[src/hw/bwc_map.svh]
// register offsets, field positions, reset values and timing counts
`ifndef BWC_MAP_SVH
`define BWC_MAP_SVH

`define BWC_CLK_CTRL_OFF    12'h008
`define BWC_RAIL_CTRL_OFF   12'h018
`define BWC_GPO_OFF         12'h01C
`define BWC_STATUS_OFF      12'h020

`define BWC_XSEL_BIT        0
`define BWC_XEN_BIT         1
`define BWC_IEN_BIT         2
`define BWC_EMU_BIT         3
`define BWC_SWDIS_BIT       4
`define BWC_REF_BIT         5

`define BWC_CLK_CTRL_RST    6'h00
`define BWC_CLK_BOOT_VAL    6'h04
`define BWC_RAIL_CTRL_RST   2'h3

`define BWC_SLOW_KHZ        32
`define BWC_PCLK_KHZ        40000
// dead-clock timeout: three slow periods of 31.25 us, in pclk cycles
`define BWC_DEAD_CYC        ((3 * `BWC_PCLK_KHZ) / `BWC_SLOW_KHZ)
`define BWC_GOOD_EDGES      4

`endif

[src/hw/bwc_pkg.sv]
// types shared by the battery-well clock control modules
package bwc_pkg;
  typedef enum logic [2:0] {
    BWC_SRC_OFF,
    BWC_SRC_SE_EXT,
    BWC_SRC_XTAL,
    BWC_SRC_INT,
    BWC_SRC_SWITCHED
  } bwc_src_t;
endpackage : bwc_pkg

[src/hw/bwc_mon_if.sv]
// carrier between the selector and the external clock monitor
interface bwc_mon_if;
  logic ext_lvl;
  logic arm;
  logic ext_good;
  modport ctrl (output ext_lvl, output arm, input ext_good);
  modport mon  (input ext_lvl, input arm, output ext_good);
endinterface : bwc_mon_if

[src/hw/bwc_ext_monitor.sv]
// watches the external slow clock: dead on timeout, alive after good edges
`include "bwc_map.svh"
module bwc_ext_monitor
  import bwc_pkg::*;
(
  // clock and reset
  input  wire logic pclk,
  input  wire logic presetn,
  // carrier
  bwc_mon_if.mon    mon
);
  localparam int DEAD_CYC = `BWC_DEAD_CYC;

  logic        prev_lvl;
  logic [12:0] idle_cnt;
  logic [2:0]  good_cnt;
  logic        good;

  wire edge_seen = mon.ext_lvl ^ prev_lvl;
  wire timed_out = (idle_cnt == 13'(DEAD_CYC));

  always_ff @(posedge pclk or negedge presetn) begin
    if (!presetn) begin
      prev_lvl <= 1'b0;
      idle_cnt <= 13'h0000;
      good_cnt <= 3'h0;
      good     <= 1'b0;
    end else begin
      prev_lvl <= mon.ext_lvl;
      if (!mon.arm || edge_seen) idle_cnt <= 13'h0000;
      else if (!timed_out) idle_cnt <= idle_cnt + 13'h0001;
      // several good edges before the external clock is trusted again
      if (!mon.arm || timed_out) begin
        good_cnt <= 3'h0;
        good     <= 1'b0;
      end else if (edge_seen && !good) begin
        good_cnt <= good_cnt + 3'h1;
        if (good_cnt == 3'(`BWC_GOOD_EDGES - 1)) good <= 1'b1;
      end
    end
  end
  assign mon.ext_good = good;

  dead_clear_a: assert property (@(posedge pclk) disable iff (!presetn)
    timed_out && mon.arm |=> !good) else $error("good stayed after dead clock");
endmodule : bwc_ext_monitor

[src/hw/bwc_clock_ctrl.sv]
// battery-well slow clock source selection and output rail ownership
`include "bwc_map.svh"

//
// Contract
// - Internal-only mode with emulation 0 keeps the internal clock running when the rail is off.
// - Internal-only mode with emulation 1 gates the internal clock off when the rail is off.
// - Switched mode runs on the single-ended clock, substituting internal when dead or rail off.
// - In switched mode the internal clock runs with the rail off only when emulation is 0.
// - A boot exception rewrites the clock control register to 04h, enabling the internal clock.
// - Output ownership 0 drives the battery output from the GPO register with rail on, else floats.
// - Output ownership 1, the reset default, drives the battery output from its battery data bit.
// - Control ownership 0 drives the control output from the GPO register with rail on, else floats.
// - Control ownership 1, the reset default, drives the control output from the control logic.
// - Select 0 uses a crystal across both pins, select 1 a single-ended clock on the second pin.
// - External enable 0 disables every external source; 1 enables the selected one.
// - The switcher falls back on a dead clock, returns after good edges, only with rail on.
module bwc_clock_ctrl
  import bwc_pkg::*;
(
  // apb slave
  input  wire logic        pclk,
  input  wire logic        presetn,
  input  wire logic        psel,
  input  wire logic        penable,
  input  wire logic        pwrite,
  input  wire logic [11:0] paddr,
  input  wire logic [31:0] pwdata,
  output      logic [31:0] prdata,
  output      logic        pready,
  output      logic        pslverr,
  // boot and rail status
  input  wire logic        boot_exception,
  input  wire logic        main_standby_rail,
  // slow clock sources
  input  wire logic        int_osc_clk,
  input  wire logic        osc_pin2_in,
  input  wire logic        xtal_clk,
  output      logic        xtal_amp_en,
  output      logic        slow_clk_out,
  output      logic        fast_ref_clk,
  output      logic        int_osc_run,
  // output pins
  input  wire logic        control_logic_out,
  output      logic        battery_backed_output_o,
  output      logic        battery_backed_output_oe,
  output      logic        battery_control_output_o,
  output      logic        battery_control_output_oe
);

  ////////////////////////////////////////////////////////////////////////////
  // input synchronisers
  logic [1:0] rail_s;
  logic [1:0] int_s;
  logic [1:0] se_s;
  logic [1:0] xt_s;
  logic [1:0] ctl_s;
  logic [1:0] boot_s;
  logic       boot_prev;

  always_ff @(posedge pclk or negedge presetn) begin
    if (!presetn) begin
      rail_s    <= 2'h0;
      int_s     <= 2'h0;
      se_s      <= 2'h0;
      xt_s      <= 2'h0;
      ctl_s     <= 2'h0;
      boot_s    <= 2'h0;
      boot_prev <= 1'b0;
    end else begin
      rail_s    <= {rail_s[0], main_standby_rail};
      int_s     <= {int_s[0], int_osc_clk};
      se_s      <= {se_s[0], osc_pin2_in};
      xt_s      <= {xt_s[0], xtal_clk};
      ctl_s     <= {ctl_s[0], control_logic_out};
      boot_s    <= {boot_s[0], boot_exception};
      boot_prev <= boot_s[1];
    end
  end

  wire rail_on    = rail_s[1];
  wire int_lvl    = int_s[1];
  wire se_lvl     = se_s[1];
  wire xt_lvl     = xt_s[1];
  wire ctl_lvl    = ctl_s[1];
  wire boot_pulse = boot_s[1] & ~boot_prev;

  ////////////////////////////////////////////////////////////////////////////
  // registers
  logic [5:0] clk_ctrl;
  logic [1:0] rail_ctrl;
  logic [1:0] gpo;
  logic       battery_data;

  wire crystal_or_single_ended_select = clk_ctrl[`BWC_XSEL_BIT];
  wire external_slow_clock_enable     = clk_ctrl[`BWC_XEN_BIT];
  wire internal_slow_osc_enable       = clk_ctrl[`BWC_IEN_BIT];
  wire internal_clock_rail_emulation  = clk_ctrl[`BWC_EMU_BIT];
  wire switcher_disable               = clk_ctrl[`BWC_SWDIS_BIT];
  wire fast_ref_switched              = clk_ctrl[`BWC_REF_BIT];

  wire acc      = psel & penable;
  // writes land only at the edge that sees ready, when the master completes
  wire wr       = acc & pwrite & pready;
  wire hit_clk  = (paddr == `BWC_CLK_CTRL_OFF);
  wire hit_rail = (paddr == `BWC_RAIL_CTRL_OFF);
  wire hit_gpo  = (paddr == `BWC_GPO_OFF);
  wire hit_stat = (paddr == `BWC_STATUS_OFF);
  wire mapped   = hit_clk | hit_rail | hit_gpo | hit_stat;

  always_ff @(posedge pclk or negedge presetn) begin
    if (!presetn) begin
      clk_ctrl     <= `BWC_CLK_CTRL_RST;
      rail_ctrl    <= `BWC_RAIL_CTRL_RST;
      gpo          <= 2'h0;
      battery_data <= 1'b0;
    end else begin
      // boot exception wins over a same-cycle software write
      if (boot_pulse) clk_ctrl <= `BWC_CLK_BOOT_VAL;
      else if (wr && hit_clk) clk_ctrl <= pwdata[5:0];
      if (wr && hit_rail) rail_ctrl <= pwdata[1:0];
      if (wr && hit_gpo) begin
        gpo          <= pwdata[1:0];
        battery_data <= pwdata[8];
      end
    end
  end

  ////////////////////////////////////////////////////////////////////////////
  // source decode
  bwc_src_t src;
  wire      en_pair = external_slow_clock_enable & internal_slow_osc_enable;
  assign src =
    (!external_slow_clock_enable && !internal_slow_osc_enable) ? BWC_SRC_OFF :
    (!external_slow_clock_enable) ? BWC_SRC_INT :
    (!crystal_or_single_ended_select) ? BWC_SRC_XTAL :
    (switcher_disable || !internal_slow_osc_enable) ? BWC_SRC_SE_EXT :
    (en_pair) ? BWC_SRC_SWITCHED : BWC_SRC_OFF;

  bwc_mon_if mon_c ();
  assign mon_c.ext_lvl = se_lvl;
  assign mon_c.arm     = (src == BWC_SRC_SWITCHED);

  bwc_ext_monitor u_mon (
    .pclk    (pclk),
    .presetn (presetn),
    .mon     (mon_c)
  );

  // internal clock is gated with the rail off when emulating the standby well
  wire int_allowed = rail_on | ~internal_clock_rail_emulation;

  // switching decisions only follow the monitor while the rail is up
  logic use_ext;
  always_ff @(posedge pclk or negedge presetn) begin
    if (!presetn) use_ext <= 1'b0;
    else if (src != BWC_SRC_SWITCHED) use_ext <= 1'b0;
    else if (rail_on) use_ext <= mon_c.ext_good;
  end

  logic next_slow;
  logic int_needed;
  always_comb begin
    next_slow  = 1'b0;
    int_needed = 1'b0;
    case (src)
      BWC_SRC_OFF:    next_slow = 1'b0;
      BWC_SRC_SE_EXT: next_slow = se_lvl;
      BWC_SRC_XTAL:   next_slow = xt_lvl;
      BWC_SRC_INT: begin
        int_needed = int_allowed;
        next_slow  = int_lvl & int_allowed;
      end
      BWC_SRC_SWITCHED: begin
        int_needed = int_allowed;
        // rail off always falls back to internal
        next_slow  = (use_ext && rail_on) ? se_lvl : (int_lvl & int_allowed);
      end
      default:        next_slow = 1'b0;
    endcase
  end

  ////////////////////////////////////////////////////////////////////////////
  // pin ownership
  wire bat_own = rail_ctrl[1];
  wire ctl_own = rail_ctrl[0];
  wire next_bat_o  = bat_own ? battery_data : gpo[1];
  wire next_bat_oe = bat_own | rail_on;
  wire next_ctl_o  = ctl_own ? ctl_lvl : gpo[0];
  wire next_ctl_oe = ctl_own | rail_on;

  wire [31:0] next_rdata =
    hit_clk  ? {26'h0, clk_ctrl} :
    hit_rail ? {30'h0, rail_ctrl} :
    hit_gpo  ? {23'h0, battery_data, 6'h00, gpo} :
    hit_stat ? {27'h0, use_ext, mon_c.ext_good, rail_on, src == BWC_SRC_OFF, int_needed} :
    32'h0000_0000;

  ////////////////////////////////////////////////////////////////////////////
  // registered outputs
  always_ff @(posedge pclk or negedge presetn) begin
    if (!presetn) begin
      slow_clk_out              <= 1'b0;
      fast_ref_clk              <= 1'b0;
      int_osc_run               <= 1'b0;
      xtal_amp_en               <= 1'b0;
      battery_backed_output_o   <= 1'b0;
      battery_backed_output_oe  <= 1'b0;
      battery_control_output_o  <= 1'b0;
      battery_control_output_oe <= 1'b0;
      prdata                    <= 32'h0000_0000;
      pready                    <= 1'b0;
      pslverr                   <= 1'b0;
    end else begin
      slow_clk_out              <= next_slow;
      fast_ref_clk              <= fast_ref_switched ? next_slow : (external_slow_clock_enable &
                                   (crystal_or_single_ended_select ? se_lvl : xt_lvl));
      int_osc_run               <= int_needed;
      xtal_amp_en               <= external_slow_clock_enable & ~crystal_or_single_ended_select;
      battery_backed_output_o   <= next_bat_o;
      battery_backed_output_oe  <= next_bat_oe;
      battery_control_output_o  <= next_ctl_o;
      battery_control_output_oe <= next_ctl_oe;
      // one-cycle-late ready: answer at the second access edge
      pready                    <= psel & penable & ~pready;
      pslverr                   <= psel & penable & ~pready & ~mapped;
      if (psel && penable && !pready && !pwrite) prdata <= next_rdata;
    end
  end

  ////////////////////////////////////////////////////////////////////////////
  // checks
  off_low_a: assert property (@(posedge pclk) disable iff (!presetn)
    (src == BWC_SRC_OFF) |=> !slow_clk_out) else $error("disabled clock not low");
  emu_gate_a: assert property (@(posedge pclk) disable iff (!presetn)
    (src == BWC_SRC_INT && !rail_on && internal_clock_rail_emulation) |=> !slow_clk_out)
    else $error("internal clock not gated with rail off");
  int_keep_a: assert property (@(posedge pclk) disable iff (!presetn)
    (src == BWC_SRC_INT && !internal_clock_rail_emulation) |=> (slow_clk_out == $past(int_lvl)))
    else $error("internal clock not passed");
  sw_int_a: assert property (@(posedge pclk) disable iff (!presetn)
    (src == BWC_SRC_SWITCHED && !rail_on) |-> (int_needed == !internal_clock_rail_emulation))
    else $error("switched internal enable wrong");
  sw_fallback_a: assert property (@(posedge pclk) disable iff (!presetn)
    (src == BWC_SRC_SWITCHED && !use_ext) |=> (slow_clk_out == $past(int_lvl & int_allowed)))
    else $error("no fallback to internal");
  se_only_a: assert property (@(posedge pclk) disable iff (!presetn)
    (src == BWC_SRC_SE_EXT) |=> (slow_clk_out == $past(se_lvl) && !int_osc_run))
    else $error("single-ended only mode wrong");
  boot_val_a: assert property (@(posedge pclk) disable iff (!presetn)
    boot_pulse |=> (clk_ctrl == `BWC_CLK_BOOT_VAL)) else $error("boot value not loaded");
  bat_pin_a: assert property (@(posedge pclk) disable iff (!presetn)
    (!bat_own && !rail_on) |=> !battery_backed_output_oe) else $error("battery pin driven");
  bat_own_a: assert property (@(posedge pclk) disable iff (!presetn)
    bat_own |=> (battery_backed_output_oe && battery_backed_output_o == $past(battery_data)))
    else $error("battery data not driven");
  ctl_pin_a: assert property (@(posedge pclk) disable iff (!presetn)
    (!ctl_own && !rail_on) |=> !battery_control_output_oe) else $error("control pin driven");
  ctl_own_a: assert property (@(posedge pclk) disable iff (!presetn)
    ctl_own |=> (battery_control_output_oe && battery_control_output_o == $past(ctl_lvl)))
    else $error("control logic not driven");
  xtal_en_a: assert property (@(posedge pclk) disable iff (!presetn)
    !external_slow_clock_enable |=> !xtal_amp_en) else $error("crystal enabled while off");
  sw_hold_a: assert property (@(posedge pclk) disable iff (!presetn)
    (src == BWC_SRC_SWITCHED && !rail_on) |=> (use_ext == $past(use_ext)))
    else $error("switch moved with rail off");

  // clock source paths
  int_run_a: assert property (@(posedge pclk) disable iff (!presetn)
    (src == BWC_SRC_INT && !internal_clock_rail_emulation) |=> int_osc_run)
    else $error("internal oscillator stopped");
  sw_ext_a: assert property (@(posedge pclk) disable iff (!presetn)
    (src == BWC_SRC_SWITCHED && use_ext && rail_on) |=> (slow_clk_out == $past(se_lvl)))
    else $error("external clock not used");
  xtal_pass_a: assert property (@(posedge pclk) disable iff (!presetn)
    (src == BWC_SRC_XTAL) |=> (slow_clk_out == $past(xt_lvl)))
    else $error("crystal clock not passed");
  xtal_on_a: assert property (@(posedge pclk) disable iff (!presetn)
    (external_slow_clock_enable && !crystal_or_single_ended_select) |=> xtal_amp_en)
    else $error("crystal amplifier not enabled");
  sw_return_a: assert property (@(posedge pclk) disable iff (!presetn)
    (src == BWC_SRC_SWITCHED && rail_on && mon_c.ext_good) |=> use_ext)
    else $error("no return to external clock");
  off_idle_a: assert property (@(posedge pclk) disable iff (!presetn)
    (src == BWC_SRC_OFF) |=> !int_osc_run)
    else $error("oscillator running while disabled");

  // pins owned by the standby rail
  bat_gpo_a: assert property (@(posedge pclk) disable iff (!presetn)
    (!bat_own && rail_on) |=>
      (battery_backed_output_oe && battery_backed_output_o == $past(gpo[1])))
    else $error("battery pin not driven from gpo");
  ctl_gpo_a: assert property (@(posedge pclk) disable iff (!presetn)
    (!ctl_own && rail_on) |=>
      (battery_control_output_oe && battery_control_output_o == $past(gpo[0])))
    else $error("control pin not driven from gpo");

  // apb handshake
  ready_next_a: assert property (@(posedge pclk) disable iff (!presetn)
    (psel && penable && !pready) |=> pready) else $error("no ready after access");
  ready_pulse_a: assert property (@(posedge pclk) disable iff (!presetn)
    pready |=> !pready) else $error("ready held");
  err_ready_a: assert property (@(posedge pclk) disable iff (!presetn)
    pslverr |-> pready) else $error("error without ready");
endmodule : bwc_clock_ctrl

[config.mk]
export PLATFORM = sky130hd
export DESIGN_NAME = bwc_clock_ctrl
export DESIGN_NICKNAME = d
export VERILOG_FILES = /design/src/hw/bwc_pkg.sv /design/src/hw/bwc_mon_if.sv /design/src/hw/bwc_ext_monitor.sv /design/src/hw/bwc_clock_ctrl.sv
export VERILOG_INCLUDE_DIRS = /design/src /design/src/hw
export SDC_FILE = /design/constraint.sdc
export NUM_CORES = 1
export LEC_CHECK = 0
export ABC_CLOCK_PERIOD_IN_PS = 1840
export BUFFER_PORTS_ARGS = -buffer_cell sky130_fd_sc_hd__buf_2
export CORE_MARGIN = 2
export CORE_UTILIZATION = 45
export CTS_CLUSTER_SIZE = 12
export DETAILED_ROUTE_END_ITERATION = 10
export PLACE_DENSITY = 0.79
export REMOVE_ABC_BUFFERS = 1
export SLEW_MARGIN = 10
export SYNTH_ARGS = -nofsm -noshare
export SYNTH_HDL_FRONTEND = slang
export SYNTH_SLANG_ARGS = --single-unit
[constraint.sdc]
create_clock -name pclk -period 1.84 [get_ports pclk]
set_input_delay 0.184 -clock pclk [delete_from_list [all_inputs] [get_ports pclk]]
set_output_delay 0.184 -clock pclk [all_outputs]
set_load 0.02 [all_outputs]
==> impl_metrics.py <==
metrics = {
    "cells_and_area": {
        "drive_gt1_frac": 0.304,
        "num_antenna_cells": 0,
        "nNetsFinal": 389,
        "area_growth_syn_to_layout_pct": 22.6,
    },
    "clocking": {
        "cts_num_sinks": 60,
        "cts_tree": "yes",
        "cts_root_buffer": "clkbuf_8",
        "clk_pin_slew_ns": 0.06,
        "worstSkewPairLatency_ns": 0.33,
        "cts.path.max_buffers": 2,
        "htreeDepth": 3,
        "cts_buffers": 9,
    },
    "synth": {
        "synth_sequential_area_ratio": 0.537,
        "yosysWarnings": 0,
        "synthCells": 252,
        "ys_top_cells_by_count": "dfrtp_1, buf_4, nor2_1",
        "synth_edf_count": 0,
        "yosys.area.top_type_share": 0.518,
        "synth-main-ff-cell": "dfrtp_1",
        "async_flop_share": 1.00,
        "netlist_area_um2": 2800,
        "yosysMostFrequentCell": "dfrtp_1",
        "ys_seq_elements": 60,
        "postSynthAreaPerCell_um2": 11.1,
        "ys_types": 45,
        "synth_top_area_cell": "dfrtp_1",
        "ys_top_cells_by_area": "dfrtp_1, buf_4, mux2i_1",
    },
    "global_routing": {
        "antenna_found_initial": 0,
        "grt_overflow": 0,
        "grt_pass1_vias": 2013,
        "grtUsageTotal": 0.169,
        "grt_pass1_wl_um": 9290,
        "grt_max_degree": 40,
    },
    "timing": {
        "fin_skew_ns": 0.00784,
        "finalCritPeriodShare": 0.998,
        "slew_viol_final": 0,
        "fmax_mhz": 545,
        "setup_viol": 0,
        "hold_violations": 0,
        "grt_setup_unrepaired": "yes",
        "period_needed_ns": 1.84,
        "setup_slack_ns": 0.00422,
        "hold-worst-slack_ns": 0.0860,
    },
    "route": {
        "route.detailed.drc": 0,
        "drtIter0Drc": 109,
        "dr.pass1.iters": 6,
        "ant_nets": 0,
        "vias": 2055,
        "wire_per_inst_um": 13.1,
        "via_per_inst": 5.01,
        "wirelength_um": 5390,
    },
    "power": {
        "p_leak_nw": 1.62,
        "report.power.total_mw": 2.66,
        "power_density_nw_per_um2": 774,
        "peakVddDrop_mv": 0.457,
    },
    "worst_setup_path": {
        "regToRegStartpoint": "u_mon.idle_cnt[6]",
        "reg2reg_to": "u_mon.idle_cnt[0]",
        "cp-end-kind": "flip-flop",
        "r2r_cells": 4,
        "crit_chain": "or4b_1, or4_4, xnor2_1, nor2_1",
        "crit_path_end": "u_mon.idle_cnt[0]",
        "cp-start-kind": "flip-flop",
        "r2r_slack_ns": 0.004,
        "slowest_stage": "or4_4",
        "cp_max_fo": 6,
        "crit_start": "u_mon.idle_cnt[6]",
        "cp.arrival_ns": 2.03,
        "worst-setup-path-type": "flip-flop to flip-flop",
        "required_ns": 2.04,
        "cpPeakStageDelay_ns": 0.59,
    },
    "min_path": {
        "worstHoldPathType": "input port to flip-flop",
        "holdPathStages": 2,
    },
    "floorplan": {
        "coreArea_um2": 5960,
        "rows": 28,
        "die_height_um": 82.9,
        "die_w_um": 82.9,
        "initial_core_util": 0.471,
        "dieArea_um2": 6880,
        "ios": 97,
    },
    "status": {
        "status": "complete, no violations",
    },
    "placement": {
        "pre_cts_ws_ns": -0.137,
        "io_buffers": 46,
        "place.gp.congestion": 0.791,
        "dp_hpwl_um": 3990,
    },
    "flow_run": {
        "maxCapViolCount": 0,
    },
}
critical path: cells and delay by family, from the launching register on:
family | cells | cell delay [ns]
DFF | 1 | 0.37
xor gates and xnor gates | 1 | 0.16
and+or+nand+nor | 3 | 1.17
kinds of logic (layout without fill, tap and decap cells):
kind of cell,count (synthesis),in the layout,synth area share
AOI/OAI and AO/OA,33,33,0.0790
xor gates and xnor gates,10,10,0.0313
adders and majority gates,4,4,0.0179
buffers and inverters,38,97,0.0848
DFF,60,60,0.537
muxes,17,17,0.0638
other,1,25,0.00134
and+or+nand+nor,89,89,0.185
cell type report:
cell class	count	area, µm²
clock buffers	11	131
inverters	8	30.0
well taps	75	93.8
fillers	494	2520
flip-flops and latches	60	1500
multi-input cells	178	1160
repair buffers	73	463
clock inverters	5	52.6
metrics by stage:
stage          cell area (µm²)  utilization  std cells  TNS [ns]
2_1_floorplan             2690            -        246   -0.0811
3_3_place_gp              3160        0.530        385     -1.05
3_5_place_dp              3160        0.530        385     -1.44
4_1_cts                   3420        0.575        408  -0.00107
5_1_grt                   3440        0.577        410    -0.463
6_report                  3440        0.577        410         0
timing repair:
| item | 4_1_cts | 5_1_grt |
|---|---|---|
| gates resized for setup | 3 | 0 |
| setup buffers | 0 | 2 |
| endpoints found under the hold margin | 27 | 0 |
| hold buffers | 7 | 0 |
| endpoints found under the setup margin | 9 | 14 |
| pin swaps | 0 | 1 |
metal layers:
layer	track usage	share of wire	vias to the layer above
met5	0	0	-
met4	0.0939	0.020	0
met3	0.0427	0.045	10
met2	0.255	0.48	67
met1	0.224	0.46	991
li1	-	-	987
power breakdown:
| part | switching, mW | internal, mW |
|---|---|---|
| logic | 0.130 | 0.0696 |
| registers | 0.00876 | 1.34 |
| clock network | 0.492 | 0.618 |
worst min path at each step:
stage	from	to	slack, ns
4_1_cts	pwdata[8]	battery_data	0.07
3_3_place_gp	presetn	ctl_s[1]	0.17
3_5_place_dp	presetn	ctl_s[1]	0.18
2_1_floorplan	presetn	battery_backed_output_o	-0.11
5_1_grt	pwdata[8]	battery_data	0.08
6_report	pwdata[8]	battery_data	0.09
placed cells by master (no fill, tap or decap), drive strengths merged, types with 9 or more instances in the layout:
master / count
conb: 25
nand2: 14
xnor2: 9
clkbuf: 11
buf: 66
mux2i: 10
dfrtp: 58
nor2: 23
nor2b: 9
registers in the layout, indices dropped and copies added, names as in the netlist, 2 cells and up:
| signal | count |
|---|---|
| se_s | 2 |
| u_mon.idle_cnt | 13 |
| int_s | 2 |
| xt_s | 2 |
| rail_s | 2 |
| rail_ctrl | 2 |
| u_mon.good_cnt | 3 |
| prdata | 7 |
| ctl_s | 2 |
| clk_ctrl | 6 |
| gpo | 2 |
| boot_s | 2 |
Note: power is estimated with default switching activity, not from simulation.
